### config.mk
export PLATFORM = sky130hd
export DESIGN_NAME = rpms_sequencer
export DESIGN_NICKNAME = d
export VERILOG_FILES = /design/src/logic/rpms_sequencer.v
export VERILOG_INCLUDE_DIRS = /design/src /design/src/logic
export SDC_FILE = /design/constraint.sdc
export NUM_CORES = 1
export LEC_CHECK = 0
export ABC_CLOCK_PERIOD_IN_PS = 4580
export BUFFER_PORTS_ARGS = -buffer_cell sky130_fd_sc_hd__buf_4
export CAP_MARGIN = 20
export CORE_UTILIZATION = 45
export DETAILED_ROUTE_END_ITERATION = 12
export GPL_ROUTABILITY_DRIVEN = 0
export GPL_TIMING_DRIVEN = 1
export PLACE_DENSITY_LB_ADDON = 0.05
export SYNTH_ARGS = -nofsm -noshare
export SYNTH_HDL_FRONTEND = slang
export SYNTH_SLANG_ARGS = --single-unit
### constraint.sdc
create_clock -name aclk -period 4.58 [get_ports aclk]
set_clock_uncertainty 0.2 [all_clocks]
set_input_delay 0.916 -clock aclk [delete_from_list [all_inputs] [get_ports aclk]]
set_output_delay 0.916 -clock aclk [all_outputs]
set_load 0.01 [all_outputs]
### src/logic/rpms_consts.vh
// constants for the reset and power mode sequencer
`ifndef RPMS_CONSTS_VH
`define RPMS_CONSTS_VH
// ************************************************************
// register byte offsets
// ************************************************************
`define RPMS_OFF_PWR      8'h00
`define RPMS_OFF_WDCTL    8'h04
`define RPMS_OFF_WDRESTART 8'h08
`define RPMS_OFF_SWRESET  8'h0C
`define RPMS_OFF_WAKECFG  8'h10
`define RPMS_OFF_STATUS   8'h14
// ************************************************************
// power control and watchdog control register fields
// ************************************************************
`define RPMS_PWR_IDLE     0
`define RPMS_PWR_DEEP     1
`define RPMS_PWR_COLD     4
`define RPMS_PWR_EXITMODE 5
`define RPMS_WD_OVF       0
`define RPMS_WD_SWR       1
// ************************************************************
// wake configuration fields
// ************************************************************
`define RPMS_WK_EXT0_EN   0
`define RPMS_WK_EXT0_LVL  1
`define RPMS_WK_EXT1_EN   2
`define RPMS_WK_EXT1_LVL  3
`define RPMS_WK_GENERAL_INTERRUPT_THREE_EN   4
`define RPMS_WK_GENERAL_INTERRUPT_THREE_LOW  5
// ************************************************************
// key bytes and reset vector
// ************************************************************
`define RPMS_WD_KEY1      8'h1E
`define RPMS_WD_KEY2      8'hE1
`define RPMS_SW_KEY1      8'h5A
`define RPMS_SW_KEY2      8'hA5
`define RPMS_RESET_VECTOR 16'h0000
// ************************************************************
// timing, clock 20 MHz, and axi responses
// ************************************************************
`define RPMS_CLK_MHZ      20
`define RPMS_INIT_US      92
`define RPMS_PULSE_CYC    5'h10
`define RPMS_PIN_MIN_CYC  2'h2
`define RPMS_SHORT_CYC    2'h2
`define RPMS_SD_RC0_US    16
`define RPMS_SD_RC1_US    512
`define RPMS_SD_RC2_US    1024
`define RPMS_SD_RC3_US    4096
`define RPMS_SD_XT0_US    1024
`define RPMS_SD_XT1_US    2048
`define RPMS_SD_XT2_US    4096
`define RPMS_SD_XT3_US    16384
`define RPMS_AXI_OKAY     2'h0
`define RPMS_AXI_SLVERR   2'h2
`endif

### src/logic/rpms_sequencer.v
// reset source combiner and low-power mode sequencer with axi4-lite registers
`timescale 1ns/1ps
`include "rpms_consts.vh"
module rpms_sequencer #(
  parameter [19:0] INIT_CYC  = (`RPMS_INIT_US * `RPMS_CLK_MHZ),
  parameter        SD_SCALE  = `RPMS_CLK_MHZ
) (
  // clock and bus reset
  input  wire        aclk,
  input  wire        aresetn,
  // axi4-lite slave
  input  wire [7:0]  s_axi_awaddr,
  input  wire        s_axi_awvalid,
  output reg         s_axi_awready,
  input  wire [31:0] s_axi_wdata,
  input  wire [3:0]  s_axi_wstrb,
  input  wire        s_axi_wvalid,
  output reg         s_axi_wready,
  output reg  [1:0]  s_axi_bresp,
  output reg         s_axi_bvalid,
  input  wire        s_axi_bready,
  input  wire [7:0]  s_axi_araddr,
  input  wire        s_axi_arvalid,
  output reg         s_axi_arready,
  output reg  [31:0] s_axi_rdata,
  output reg  [1:0]  s_axi_rresp,
  output reg         s_axi_rvalid,
  input  wire        s_axi_rready,
  // supply monitors and fuses
  input  wire        supply_up,
  input  wire        supply_dip_ok,
  input  wire        dip_fuse,
  input  wire        pin_fuse,
  input  wire [1:0]  start_delay_fuses,
  input  wire        crystal_source,
  // pins and events
  input  wire        shared_reset_pin_in,
  input  wire        ext_int0_n,
  input  wire        external_interrupt_one_n,
  input  wire        general_interrupt_three_n,
  input  wire        watchdog_timeout,
  input  wire        irq_pending,
  // outputs
  output reg         sys_reset,
  output reg         pins_tristate,
  output reg  [15:0] reset_vector,
  output reg         cpu_clk_en,
  output reg         osc_run,
  output reg         flash_power,
  output reg         watchdog_restart,
  output reg         in_system_programming,
  output reg         gpio_pin_in
);
  // ************************************************************
  // sleep states
  // ************************************************************
  localparam [3:0] ST_RUN  = 4'h1;
  localparam [3:0] ST_IDLE = 4'h2;
  localparam [3:0] ST_DEEP = 4'h4;
  localparam [3:0] ST_WAKE = 4'h8;

  reg  [3:0]  state;
  reg  [19:0] init_cnt;
  reg         init_done;
  reg         por_active;
  reg         dip_active;
  reg  [19:0] sd_cnt;
  reg  [1:0]  pin_lo_cnt;
  reg  [4:0]  pulse_cnt;
  reg  [1:0]  short_cnt;
  reg  [19:0] wake_cnt;
  reg         wake_pin_d;
  reg         wake_rst;
  reg         pwr_idle;
  reg         pwr_deep;
  reg         cold_flag;
  reg         exit_mode;
  reg         wd_ovf;
  reg         sw_flag;
  reg         wd_key1;
  reg         sw_key1;
  reg  [5:0]  wake_cfg;
  reg         aw_held;
  reg         w_held;
  reg  [7:0]  aw_addr;
  reg  [7:0]  w_byte;
  reg         w_lane0;
  reg  [19:0] next_sd_len;

  // ************************************************************
  // start delay table
  // ************************************************************
  always @* begin
    case ({crystal_source, start_delay_fuses})
      3'h0:    next_sd_len = `RPMS_SD_RC0_US * SD_SCALE;
      3'h1:    next_sd_len = `RPMS_SD_RC1_US * SD_SCALE;
      3'h2:    next_sd_len = `RPMS_SD_RC2_US * SD_SCALE;
      3'h3:    next_sd_len = `RPMS_SD_RC3_US * SD_SCALE;
      3'h4:    next_sd_len = `RPMS_SD_XT0_US * SD_SCALE;
      3'h5:    next_sd_len = `RPMS_SD_XT1_US * SD_SCALE;
      3'h6:    next_sd_len = `RPMS_SD_XT2_US * SD_SCALE;
      default: next_sd_len = `RPMS_SD_XT3_US * SD_SCALE;
    endcase
  end

  wire pin_is_reset = pin_fuse | por_active;
  wire pin_low      = ~shared_reset_pin_in;
  wire pin_reset    = pin_is_reset & pin_low & (pin_lo_cnt >= `RPMS_PIN_MIN_CYC);
  wire supply_good  = supply_up & (~dip_fuse | supply_dip_ok);
  wire wake0        = wake_cfg[`RPMS_WK_EXT0_EN] & wake_cfg[`RPMS_WK_EXT0_LVL] & ~ext_int0_n;
  wire wake1        = wake_cfg[`RPMS_WK_EXT1_EN] & wake_cfg[`RPMS_WK_EXT1_LVL] &
                      ~external_interrupt_one_n;
  wire wake3        = ~pin_fuse & wake_cfg[`RPMS_WK_GENERAL_INTERRUPT_THREE_EN] & wake_cfg[`RPMS_WK_GENERAL_INTERRUPT_THREE_LOW] &
                      ~general_interrupt_three_n;
  wire wake_any     = wake0 | wake1 | wake3;
  wire wake_pin     = ~(wake0 | wake1 | wake3);
  wire pulse_rst    = (pulse_cnt != 5'h00) | (short_cnt != 2'h0);
  wire any_reset    = por_active | dip_active | pin_reset | pulse_rst | wake_rst;
  wire wr_go        = aw_held & w_held & ~s_axi_bvalid;

  // ************************************************************
  // supply-up, dip and pin reset sources
  // ************************************************************
  always @(posedge aclk) begin
    if (!aresetn | !supply_up) begin
      init_cnt   <= 20'h00000;
      init_done  <= 1'b0;
      por_active <= 1'b1;
      dip_active <= 1'b0;
      sd_cnt     <= 20'h00000;
    end else begin
      if (!init_done) begin
        init_cnt <= init_cnt + 20'h00001;
        if (init_cnt + 20'h00001 >= INIT_CYC)
          init_done <= 1'b1;
      end
      if (dip_fuse & !supply_dip_ok & !por_active) begin
        dip_active <= 1'b1;
        sd_cnt     <= 20'h00000;
      end else if ((por_active | dip_active) & init_done & supply_good) begin
        if (sd_cnt + 20'h00001 >= next_sd_len) begin
          if (!(pin_low & por_active)) begin
            por_active <= 1'b0;
            dip_active <= 1'b0;
          end
        end else begin
          sd_cnt <= sd_cnt + 20'h00001;
        end
      end
    end
  end

  always @(posedge aclk) begin
    if (!aresetn) begin
      pin_lo_cnt <= 2'h0;
    end else if (pin_low) begin
      if (pin_lo_cnt != `RPMS_PIN_MIN_CYC)
        pin_lo_cnt <= pin_lo_cnt + 2'h1;
    end else begin
      pin_lo_cnt <= 2'h0;
    end
  end

  // ************************************************************
  // sleep sequencer
  // ************************************************************
  always @(posedge aclk) begin
    if (!aresetn | por_active) begin
      state      <= ST_RUN;
      wake_cnt   <= 20'h00000;
      wake_pin_d <= 1'b1;
      wake_rst   <= 1'b0;
      short_cnt  <= 2'h0;
    end else begin
      wake_pin_d <= wake_pin & (~pin_is_reset | ~pin_low);
      if (short_cnt != 2'h0)
        short_cnt <= short_cnt - 2'h1;
      case (state)
        ST_RUN: begin
          if (pwr_deep)
            state <= ST_DEEP;
          else if (pwr_idle)
            state <= ST_IDLE;
        end
        ST_IDLE: begin
          if (irq_pending | any_reset)
            state <= ST_RUN;
        end
        ST_DEEP: begin
          wake_cnt <= 20'h00000;
          if (pin_is_reset & pin_low) begin
            wake_rst <= 1'b1;
            state    <= ST_WAKE;
          end else if (wake_any) begin
            state <= ST_WAKE;
          end
        end
        ST_WAKE: begin
          if (wake_cnt < next_sd_len)
            wake_cnt <= wake_cnt + 20'h00001;
          if (wake_rst) begin
            if (wake_cnt >= next_sd_len & !pin_low) begin
              wake_rst <= 1'b0;
              state    <= ST_RUN;
            end else if (wake_cnt >= next_sd_len & pin_low) begin
              wake_rst <= 1'b1;
            end else if (!pin_low & wake_cnt + 20'h00001 >= next_sd_len) begin
              wake_rst  <= 1'b0;
              short_cnt <= `RPMS_SHORT_CYC;
              state     <= ST_RUN;
            end
          end else if (!exit_mode) begin
            if (wake_cnt >= next_sd_len)
              state <= ST_RUN;
          end else if (wake_pin & !wake_pin_d) begin
            state <= ST_RUN;
          end
        end
        default: state <= ST_RUN;
      endcase
    end
  end

  // ************************************************************
  // axi4-lite write path and key sequences
  // ************************************************************
  always @(posedge aclk) begin
    if (!aresetn) begin
      s_axi_awready <= 1'b0;
      s_axi_wready  <= 1'b0;
      s_axi_bvalid  <= 1'b0;
      s_axi_bresp   <= `RPMS_AXI_OKAY;
      aw_held       <= 1'b0;
      w_held        <= 1'b0;
      aw_addr       <= 8'h00;
      w_byte        <= 8'h00;
      w_lane0       <= 1'b0;
      pwr_idle      <= 1'b0;
      pwr_deep      <= 1'b0;
      cold_flag     <= 1'b1;
      exit_mode     <= 1'b0;
      wd_ovf        <= 1'b0;
      sw_flag       <= 1'b0;
      wd_key1       <= 1'b0;
      sw_key1       <= 1'b0;
      wake_cfg      <= 6'h00;
      pulse_cnt     <= 5'h00;
      watchdog_restart <= 1'b0;
    end else begin
      s_axi_awready    <= ~aw_held & ~s_axi_awready & s_axi_awvalid;
      s_axi_wready     <= ~w_held & ~s_axi_wready & s_axi_wvalid;
      watchdog_restart <= 1'b0;
      if (s_axi_awready & s_axi_awvalid) begin
        aw_held <= 1'b1;
        aw_addr <= s_axi_awaddr;
      end
      if (s_axi_wready & s_axi_wvalid) begin
        w_held  <= 1'b1;
        w_byte  <= s_axi_wdata[7:0];
        w_lane0 <= s_axi_wstrb[0];
      end
      if (s_axi_bvalid & s_axi_bready)
        s_axi_bvalid <= 1'b0;
      if (pulse_cnt != 5'h00)
        pulse_cnt <= pulse_cnt - 5'h01;
      if (state == ST_IDLE & (irq_pending | any_reset))
        pwr_idle <= 1'b0;
      if (state == ST_WAKE & (wake_cnt >= next_sd_len | exit_mode))
        pwr_deep <= 1'b0;
      if (wr_go) begin
        aw_held      <= 1'b0;
        w_held       <= 1'b0;
        s_axi_bvalid <= 1'b1;
        s_axi_bresp  <= `RPMS_AXI_OKAY;
        case (aw_addr)
          `RPMS_OFF_PWR: if (w_lane0) begin
            pwr_idle  <= w_byte[`RPMS_PWR_IDLE];
            pwr_deep  <= w_byte[`RPMS_PWR_DEEP];
            cold_flag <= w_byte[`RPMS_PWR_COLD];
            exit_mode <= w_byte[`RPMS_PWR_EXITMODE];
          end
          `RPMS_OFF_WDCTL: if (w_lane0) begin
            wd_ovf  <= w_byte[`RPMS_WD_OVF];
            sw_flag <= w_byte[`RPMS_WD_SWR];
          end
          `RPMS_OFF_WDRESTART: if (w_lane0) begin
            wd_key1 <= (w_byte == `RPMS_WD_KEY1);
            if (wd_key1 & w_byte == `RPMS_WD_KEY2)
              watchdog_restart <= 1'b1;
          end
          `RPMS_OFF_SWRESET: if (w_lane0) begin
            sw_key1 <= (w_byte == `RPMS_SW_KEY1);
            if (sw_key1 & w_byte == `RPMS_SW_KEY2) begin
              pulse_cnt <= `RPMS_PULSE_CYC;
              sw_flag   <= 1'b1;
            end
          end
          `RPMS_OFF_WAKECFG: if (w_lane0)
            wake_cfg <= w_byte[5:0];
          `RPMS_OFF_STATUS: s_axi_bresp <= `RPMS_AXI_OKAY;
          default: s_axi_bresp <= `RPMS_AXI_SLVERR;
        endcase
      end
      if (watchdog_timeout) begin
        pulse_cnt <= `RPMS_PULSE_CYC;
        wd_ovf    <= 1'b1;
      end
      if (por_active)
        cold_flag <= 1'b1;
      if (any_reset) begin
        pwr_idle <= 1'b0;
        pwr_deep <= 1'b0;
      end
    end
  end

  // ************************************************************
  // axi4-lite read path
  // ************************************************************
  always @(posedge aclk) begin
    if (!aresetn) begin
      s_axi_arready <= 1'b0;
      s_axi_rvalid  <= 1'b0;
      s_axi_rdata   <= 32'h00000000;
      s_axi_rresp   <= `RPMS_AXI_OKAY;
    end else begin
      s_axi_arready <= ~s_axi_arready & ~s_axi_rvalid & s_axi_arvalid;
      if (s_axi_rvalid & s_axi_rready)
        s_axi_rvalid <= 1'b0;
      if (s_axi_arready & s_axi_arvalid) begin
        s_axi_rvalid <= 1'b1;
        s_axi_rresp  <= `RPMS_AXI_OKAY;
        case (s_axi_araddr)
          `RPMS_OFF_PWR:       s_axi_rdata <= {26'h0000000, exit_mode, cold_flag,
                                              2'h0, pwr_deep, pwr_idle};
          `RPMS_OFF_WDCTL:     s_axi_rdata <= {30'h00000000, sw_flag, wd_ovf};
          `RPMS_OFF_WDRESTART: s_axi_rdata <= 32'h00000000;
          `RPMS_OFF_SWRESET:   s_axi_rdata <= 32'h00000000;
          `RPMS_OFF_WAKECFG:   s_axi_rdata <= {26'h0000000, wake_cfg};
          `RPMS_OFF_STATUS:    s_axi_rdata <= {24'h000000, state, por_active,
                                              dip_active, pin_reset, any_reset};
          default: begin
            s_axi_rdata <= 32'h00000000;
            s_axi_rresp <= `RPMS_AXI_SLVERR;
          end
        endcase
      end
    end
  end

  // ************************************************************
  // registered outputs
  // ************************************************************
  always @(posedge aclk) begin
    if (!aresetn) begin
      sys_reset     <= 1'b1;
      pins_tristate <= 1'b1;
      reset_vector  <= `RPMS_RESET_VECTOR;
      cpu_clk_en    <= 1'b0;
      osc_run       <= 1'b1;
      flash_power   <= 1'b1;
      in_system_programming <= 1'b0;
      gpio_pin_in   <= 1'b1;
    end else begin
      sys_reset     <= any_reset;
      pins_tristate <= any_reset;
      reset_vector  <= `RPMS_RESET_VECTOR;
      cpu_clk_en    <= ~any_reset & (state == ST_RUN);
      osc_run       <= (state != ST_DEEP);
      flash_power   <= (state != ST_DEEP);
      in_system_programming <= pin_is_reset & pin_low;
      gpio_pin_in   <= pin_is_reset ? 1'b1 : shared_reset_pin_in;
    end
  end
endmodule // rpms_sequencer

==> results.sh, run 1 <==
export IMPL_status="completed"
export IMPL_num_io_pins=137
export IMPL_cp_max_fo=7
export IMPL_ff2ff_path_depth=14
export IMPL_grt_max_degree=39
export IMPL_setup_viol=0
export IMPL_cts_tree="yes"
export IMPL_synth_seq_cells=132
export IMPL_start_util_pct=46.3
export IMPL_drv_slew=0
export IMPL_fin_total_pwr_uw=2700
export IMPL_core_rowCount=47
export IMPL_synth_top_area_share_pct=34.3
export IMPL_synthTopCellsByArea="dfxtp_1 34%, ha_1 5.7%, a21oi_1 5.4%"
export IMPL_crit_start="wake_cnt[0]"
export IMPL_synth_cells=963
export IMPL_wirelength_um=18300
export IMPL_tns_ns=0
export IMPL_syn_area_mm2=0.00771
export IMPL_ys_warn_count=0
export IMPL_powerDensity_mw_per_mm2=306
export IMPL_cp_data_arrival_time_ns=4.20
export IMPL_holdWs_ns=0.249
export IMPL_path_class="flop to flop"
export IMPL_cp_end_kind="flop"
export IMPL_r2r_end="state[3]"
export IMPL_cts_setup_buffers=0
export IMPL_slew_headroom_pct=29.9
export IMPL_crit_required_ns=4.68
export IMPL_core_area_mm2=0.0166
export IMPL_clockRootBuffer="clkbuf_16"
export IMPL_syn_area_per_cell_um2=8.00
export IMPL_cts_max_level=4
export IMPL_die_w_um=133
export IMPL_tightest_slew_ns=1.05
export IMPL_drtIter0Drc=324
export IMPL_crit_end="state[3]"
export IMPL_die_h_um=133
export IMPL_io_buffers=67
export IMPL_area_growth_pct=14.6
export IMPL_drive_gt1_share_pct=13.3
export IMPL_grt_total_usage_pct=21.2
export IMPL_vias=6675
export IMPL_layout_min_cycle_time_ns=4.10
export IMPL_grt_pass1_vias=6000
export IMPL_min_path_type="flop to flop"
export IMPL_grt_antenna_before_repair=0
export IMPL_rsz0062_at_grt="false"
export IMPL_numClockSinks=132
export IMPL_wl_per_cell_um=14.6
export IMPL_hold_buffers=0
export IMPL_die_area_mm2=0.0177
export IMPL_cts_buffers=17
export IMPL_synth_most_common_cell="dfxtp_1"
export IMPL_viasPerCell=5.33
export IMPL_post_route_util_pct=53.1
export IMPL_clk_pin_slew_worst_paths_ns=0.07
export IMPL_cts_resized_gates=0
export IMPL_synth_edf_count=0
export IMPL_ant_nets=0
export IMPL_synth_top_cell_by_area="dfxtp_1"
export IMPL_clk_latency_ns=0.42
export IMPL_grt_pass1_wl_um=30100
export IMPL_r2r_slack_ns=0.48
export IMPL_drc=0
export IMPL_dr_pass1_iters=5
export IMPL_cellLeakagePower_uw=0.00345
export IMPL_synthDistinctLibCells=71
export IMPL_async_flop_share_pct=0
export IMPL_r2r_start="wake_cnt[0]"
export IMPL_peakVddDrop_mv=0.263
export IMPL_hold_viol_final=0
export IMPL_clockBufferDepth=2
export IMPL_fmax_mhz=244
export IMPL_dp_hpwl_um=13100
export IMPL_fin_crit_sh_pct=89.5
export IMPL_seq_area_frac_synth_pct=34.3
export IMPL_overflow=0
export IMPL_finish_net_count=1126
export IMPL_critPathLaunchType="flop"
export IMPL_num_antenna_cells=0
export IMPL_synth_common_cells="132 x dfxtp_1, 106 x nand2_1, 88 x nor2_1"
export IMPL_max_cap_violations=0
export IMPL_yosys_most_used_dff="dfxtp_1"
## kinds of logic (layout without fill, tap and decap cells)
family	count (synthesis)	after routing	synth area share, %
AND/OR/NAND/NOR	429	429	29.0
AO/OA/AOI/OAI	186	186	14.5
flip-flops	132	132	34.3
buffers and inverters	109	137	7.68
XOR/XNOR	47	47	5.34
adder cells (fa/ha/maj)	35	35	5.68
multiplexers	24	24	3.44
other	1	42	0.0487
## flip-flops by register name (all words and copies together) (netlist names), 2 cells and up
| signal | flops |
|---|---|
| state | 4 |
| init_cnt | 20 |
| pulse_cnt | 5 |
| pin_lo_cnt | 2 |
| sd_cnt | 20 |
| aw_addr | 8 |
| short_cnt | 2 |
| w_byte | 8 |
| wake_cfg | 6 |
| s_axi_rdata | 8 |
| wake_cnt | 20 |
## critical path, cell delays in order (launching register included)
cell       delay, ns
dfxtp_1         0.44
ha_1            0.31
and3_1          0.22
and3_1          0.21
nand3_1         0.12
nor2_1          0.17
and3_1          0.24
xor2_1          0.17
ha_1            0.30
and2_1          0.17
a221oi_1        0.34
nand3b_1        0.15
o41ai_1         0.27
a31oi_1         0.25
a2111oi_1       0.43
## stage by stage
step | cells | instance area [um^2] | setup WS [ns]
global placement | 1220 | 8270 | 0.419
CTS | 1252 | 8830 | 0.507
detailed placement | 1220 | 8270 | 0.450
global route | 1252 | 8830 | 0.162
finish | 1252 | 8830 | 0.479
floorplan | 1004 | 7860 | 0.701
## how the worst min path moves through the flow
stage	start	end	slack (ns)	depth (start not counted)
global route	aw_addr[5]	aw_addr[5]	0.27	2
finish	s_axi_rvalid	s_axi_arready	0.25	1
detailed placement	wd_key1	wd_key1	0.25	2
CTS	wd_key1	wd_key1	0.25	2
floorplan	w_held	s_axi_wready	0.22	1
global placement	w_lane0	w_lane0	0.24	2
## per-layer routing
metal	GRT usage (%)	share of wire, %	vias to the layer above
li1	-	-	3478
met1	28.6	50	3103
met2	34.2	47	84
met3	4.14	2.7	10
met4	6.07	0.84	0
met5	0	0	-
## power by group
part	switching, uW	internal [uW]
clock	567	760
combinational	112	84.6
sequential	15.4	1160
## layout make-up
cell class / instances / area, um^2
sequential: 132 / 2640
inverter: 18 / 67.6
timing repair buffer: 87 / 653
multi-input combinational: 763 / 4630
clock buffer: 17 / 425
clock inverter: 15 / 144
tap: 220 / 275
fill: 1661 / 7810
## cells in the final DEF, fill, tap and decap left out, types with 8 or more instances in the layout
| cell type | count |
|---|---|
| inv_1 | 18 |
| nor3_1 | 27 |
| and3_1 | 23 |
| mux2i_1 | 22 |
| nand2b_1 | 12 |
| xor2_1 | 19 |
| nand3b_1 | 17 |
| nor4_1 | 9 |
| xnor2_1 | 28 |
| clkbuf_16 | 17 |
| o21ai_0 | 39 |
| dfxtp_1 | 132 |
| nor2_1 | 88 |
| or2_2 | 8 |
| or3_1 | 14 |
| buf_4 | 87 |
| nand3_1 | 58 |
| nand2_1 | 106 |
| a31oi_1 | 12 |
| conb_1 | 42 |
| nand4_1 | 13 |
| a21oi_1 | 83 |
| ha_1 | 35 |
| nor2b_1 | 8 |
No activity file was read; power rests on OpenSTA's default activity.
==> run 2, diff against run 1 <==
CORE_UTILIZATION = 50   (was 45)
REMOVE_ABC_BUFFERS = 1   (was not set)
==> run 2 against run 1 <==
  * Fmax down 3.3%
  * Worst hold slack gained 0.0069 ns
  * Global-route usage grew 2.4 points
  * Sequential power is essentially flat
  * Clock power about the same
  * Combinational power is 2% lower
  * Via count increased by 0.57%
  * Count of clock-buffer cells in the layout increased by 4
  * Largest power group unchanged
  * Register-to-register slack lost 0.14 ns
  * Flip-flop and latch count unchanged
  * First-iteration DRC count up 18%
==> results.sh, run 2 (synthesis results as in run 1) <==
export IMPL_status="completed"
export IMPL_tns_ns=0
export IMPL_cts_max_level=4
export IMPL_cts_buffers=17
export IMPL_peakVddDrop_mv=0.347
export IMPL_power_internal_uw=2040
export IMPL_dp_hpwl_um=12600
export IMPL_wirelength_um=17700
export IMPL_post_route_util_pct=58.1
export IMPL_overflow=0
export IMPL_grt_pass1_vias=6317
export IMPL_ff2ff_path_depth=14
export IMPL_start_util_pct=50.9
export IMPL_clockBufferDepth=2
export IMPL_cellLeakagePower_uw=0.00344
export IMPL_numClockSinks=132
export IMPL_wl_per_cell_um=14.5
export IMPL_routed_top_layer="met4"
export IMPL_crit_required_ns=4.74
export IMPL_viasPerCell=5.51
export IMPL_swShare_pct=24.7
export IMPL_crit_end="sd_cnt[2]"
export IMPL_die_area_mm2=0.0159
export IMPL_routed_wl_met3_um=795
export IMPL_drive_gt1_share_pct=13.0
export IMPL_cp_end_kind="flop"
export IMPL_vias=6713
export IMPL_slew_headroom_pct=31.1
export IMPL_grt_pass1_wl_um=30600
export IMPL_num_antenna_cells=0
export IMPL_fin_crit_sh_pct=92.6
export IMPL_finish_net_count=1125
export IMPL_die_h_um=126
export IMPL_cts_tree="yes"
export IMPL_route_met2_wl_um=8300
export IMPL_grt_antenna_before_repair=0
export IMPL_clk_pin_slew_worst_paths_ns=0.06
export IMPL_setup_viol=0
export IMPL_min_path_type="flop to flop"
export IMPL_core_area_mm2=0.0151
export IMPL_rsz0062_at_grt="false"
export IMPL_num_io_pins=137
export IMPL_drtIter0Drc=381
export IMPL_cp_max_fo=21
export IMPL_powerDensity_mw_per_mm2=308
export IMPL_cp_data_arrival_time_ns=4.40
export IMPL_fmax_mhz=236
export IMPL_path_class="flop to flop"
export IMPL_r2r_start="sd_cnt[0]"
export IMPL_combPwrFrac_pct=7.1
export IMPL_layout_min_cycle_time_ns=4.24
export IMPL_hold_viol_final=0
export IMPL_largest_registers="init_cnt: 20 flops, sd_cnt: 20 flops, wake_cnt: 20 flops"
export IMPL_p_switching_uw=667
export IMPL_clk_latency_ns=0.42
export IMPL_grt_max_degree=33
export IMPL_clockRootBuffer="clkbuf_16"
export IMPL_r2r_slack_ns=0.34
export IMPL_critPathLaunchType="flop"
export IMPL_clkPwrFrac_pct=49.2
export IMPL_crit_start="sd_cnt[0]"
export IMPL_wl_met1_um=8440
export IMPL_core_rowCount=45
export IMPL_ant_nets=0
export IMPL_cts_setup_buffers=0
export IMPL_die_w_um=126
export IMPL_max_cap_violations=0
export IMPL_drv_slew=0
export IMPL_area_growth_pct=14.1
export IMPL_tightest_slew_ns=1.03
export IMPL_dr_pass1_iters=4
export IMPL_io_buffers=67
export IMPL_hold_buffers=0
export IMPL_sequentialPowerShare_pct=43.7
export IMPL_final_common_cell="dfxtp_1"
export IMPL_drc=0
export IMPL_final_cell_mix="132 x dfxtp_1, 106 x nand2_1, 88 x nor2_1"
export IMPL_r2r_end="sd_cnt[2]"
export IMPL_cts_resized_gates=0
export IMPL_grt_total_usage_pct=23.6
[run 2: cell count changes in the layout (fill, tap and decap cells not counted), sizes merged]
cell / before / now
clkinv: 3 / 2
clkinvlp: 3 / 2
clkbuf: 17 / 21
buf: 87 / 86
inv: 26 / 24
[run 2: per-layer routing]
metal	up-vias	global-route usage [%]
li1	3462	-
met1	3097	30.9
met2	139	38.4
met3	15	6.46
met4	0	5.53
met5	-	0
[run 2: cell type report]
cell class / instances / area (um^2)
inverter: 18 / 67.6
sequential: 132 / 2640
fill: 1427 / 6350
timing repair buffer: 86 / 646
clock inverter: 11 / 115
clock buffer: 21 / 460
tap: 188 / 235
multi-input combinational: 763 / 4630
[run 2: power by group through the flow]
| stage | clock [uW] | sequential (uW) | combinational (uW) |
|---|---|---|---|
| 6_report | 1330 | 1180 | 192 |
| 3_3_place_gp | 0 | 1210 | 191 |
| 5_1_grt | 1410 | 1180 | 218 |
| 4_1_cts | 1350 | 1180 | 194 |
| 2_1_floorplan | 0 | 1200 | 114 |
| 3_5_place_dp | 0 | 1210 | 193 |
[run 2: stage by stage]
step                hold slack, ns  worst slack, ns  total power, uW  instances  cell area [um^2]
floorplan                    0.224            0.765             1320        913              7340
global placement             0.239            0.391             1400       1187              8220
detailed placement           0.242            0.372             1400       1187              8220
CTS                          0.256            0.376             2730       1219              8790
global route                 0.273           0.0138             2810       1219              8790
finish                       0.256            0.338             2700       1219              8790
[run 2: worst min path at each step]
stage                             from       endpoint  slack [ns]  cells after the start
after CTS                   aw_addr[0]     aw_addr[0]        0.26                      2
after global placement      aw_addr[6]     aw_addr[6]        0.24                      2
after global routing      s_axi_rvalid  s_axi_arready        0.27                      1
after floorplan                 w_held   s_axi_wready        0.22                      1
final                          wd_key1        wd_key1        0.26                      2
after detailed placement  s_axi_rvalid  s_axi_arready        0.24                      1
[run 2: critical path: stages (launching register included)]
cell      delay (ns)
dfxtp_1         0.42
ha_1            0.24
nand3_1         0.21
nor2_1          0.23
and3_1          0.27
and4_1          0.30
and3_1          0.21
xor2_1          0.16
ha_1            0.29
a21boi_0        0.14
a32o_1          0.22
a41o_1          0.42
buf_4           0.28
or4b_1          0.49
nand2_1         0.07
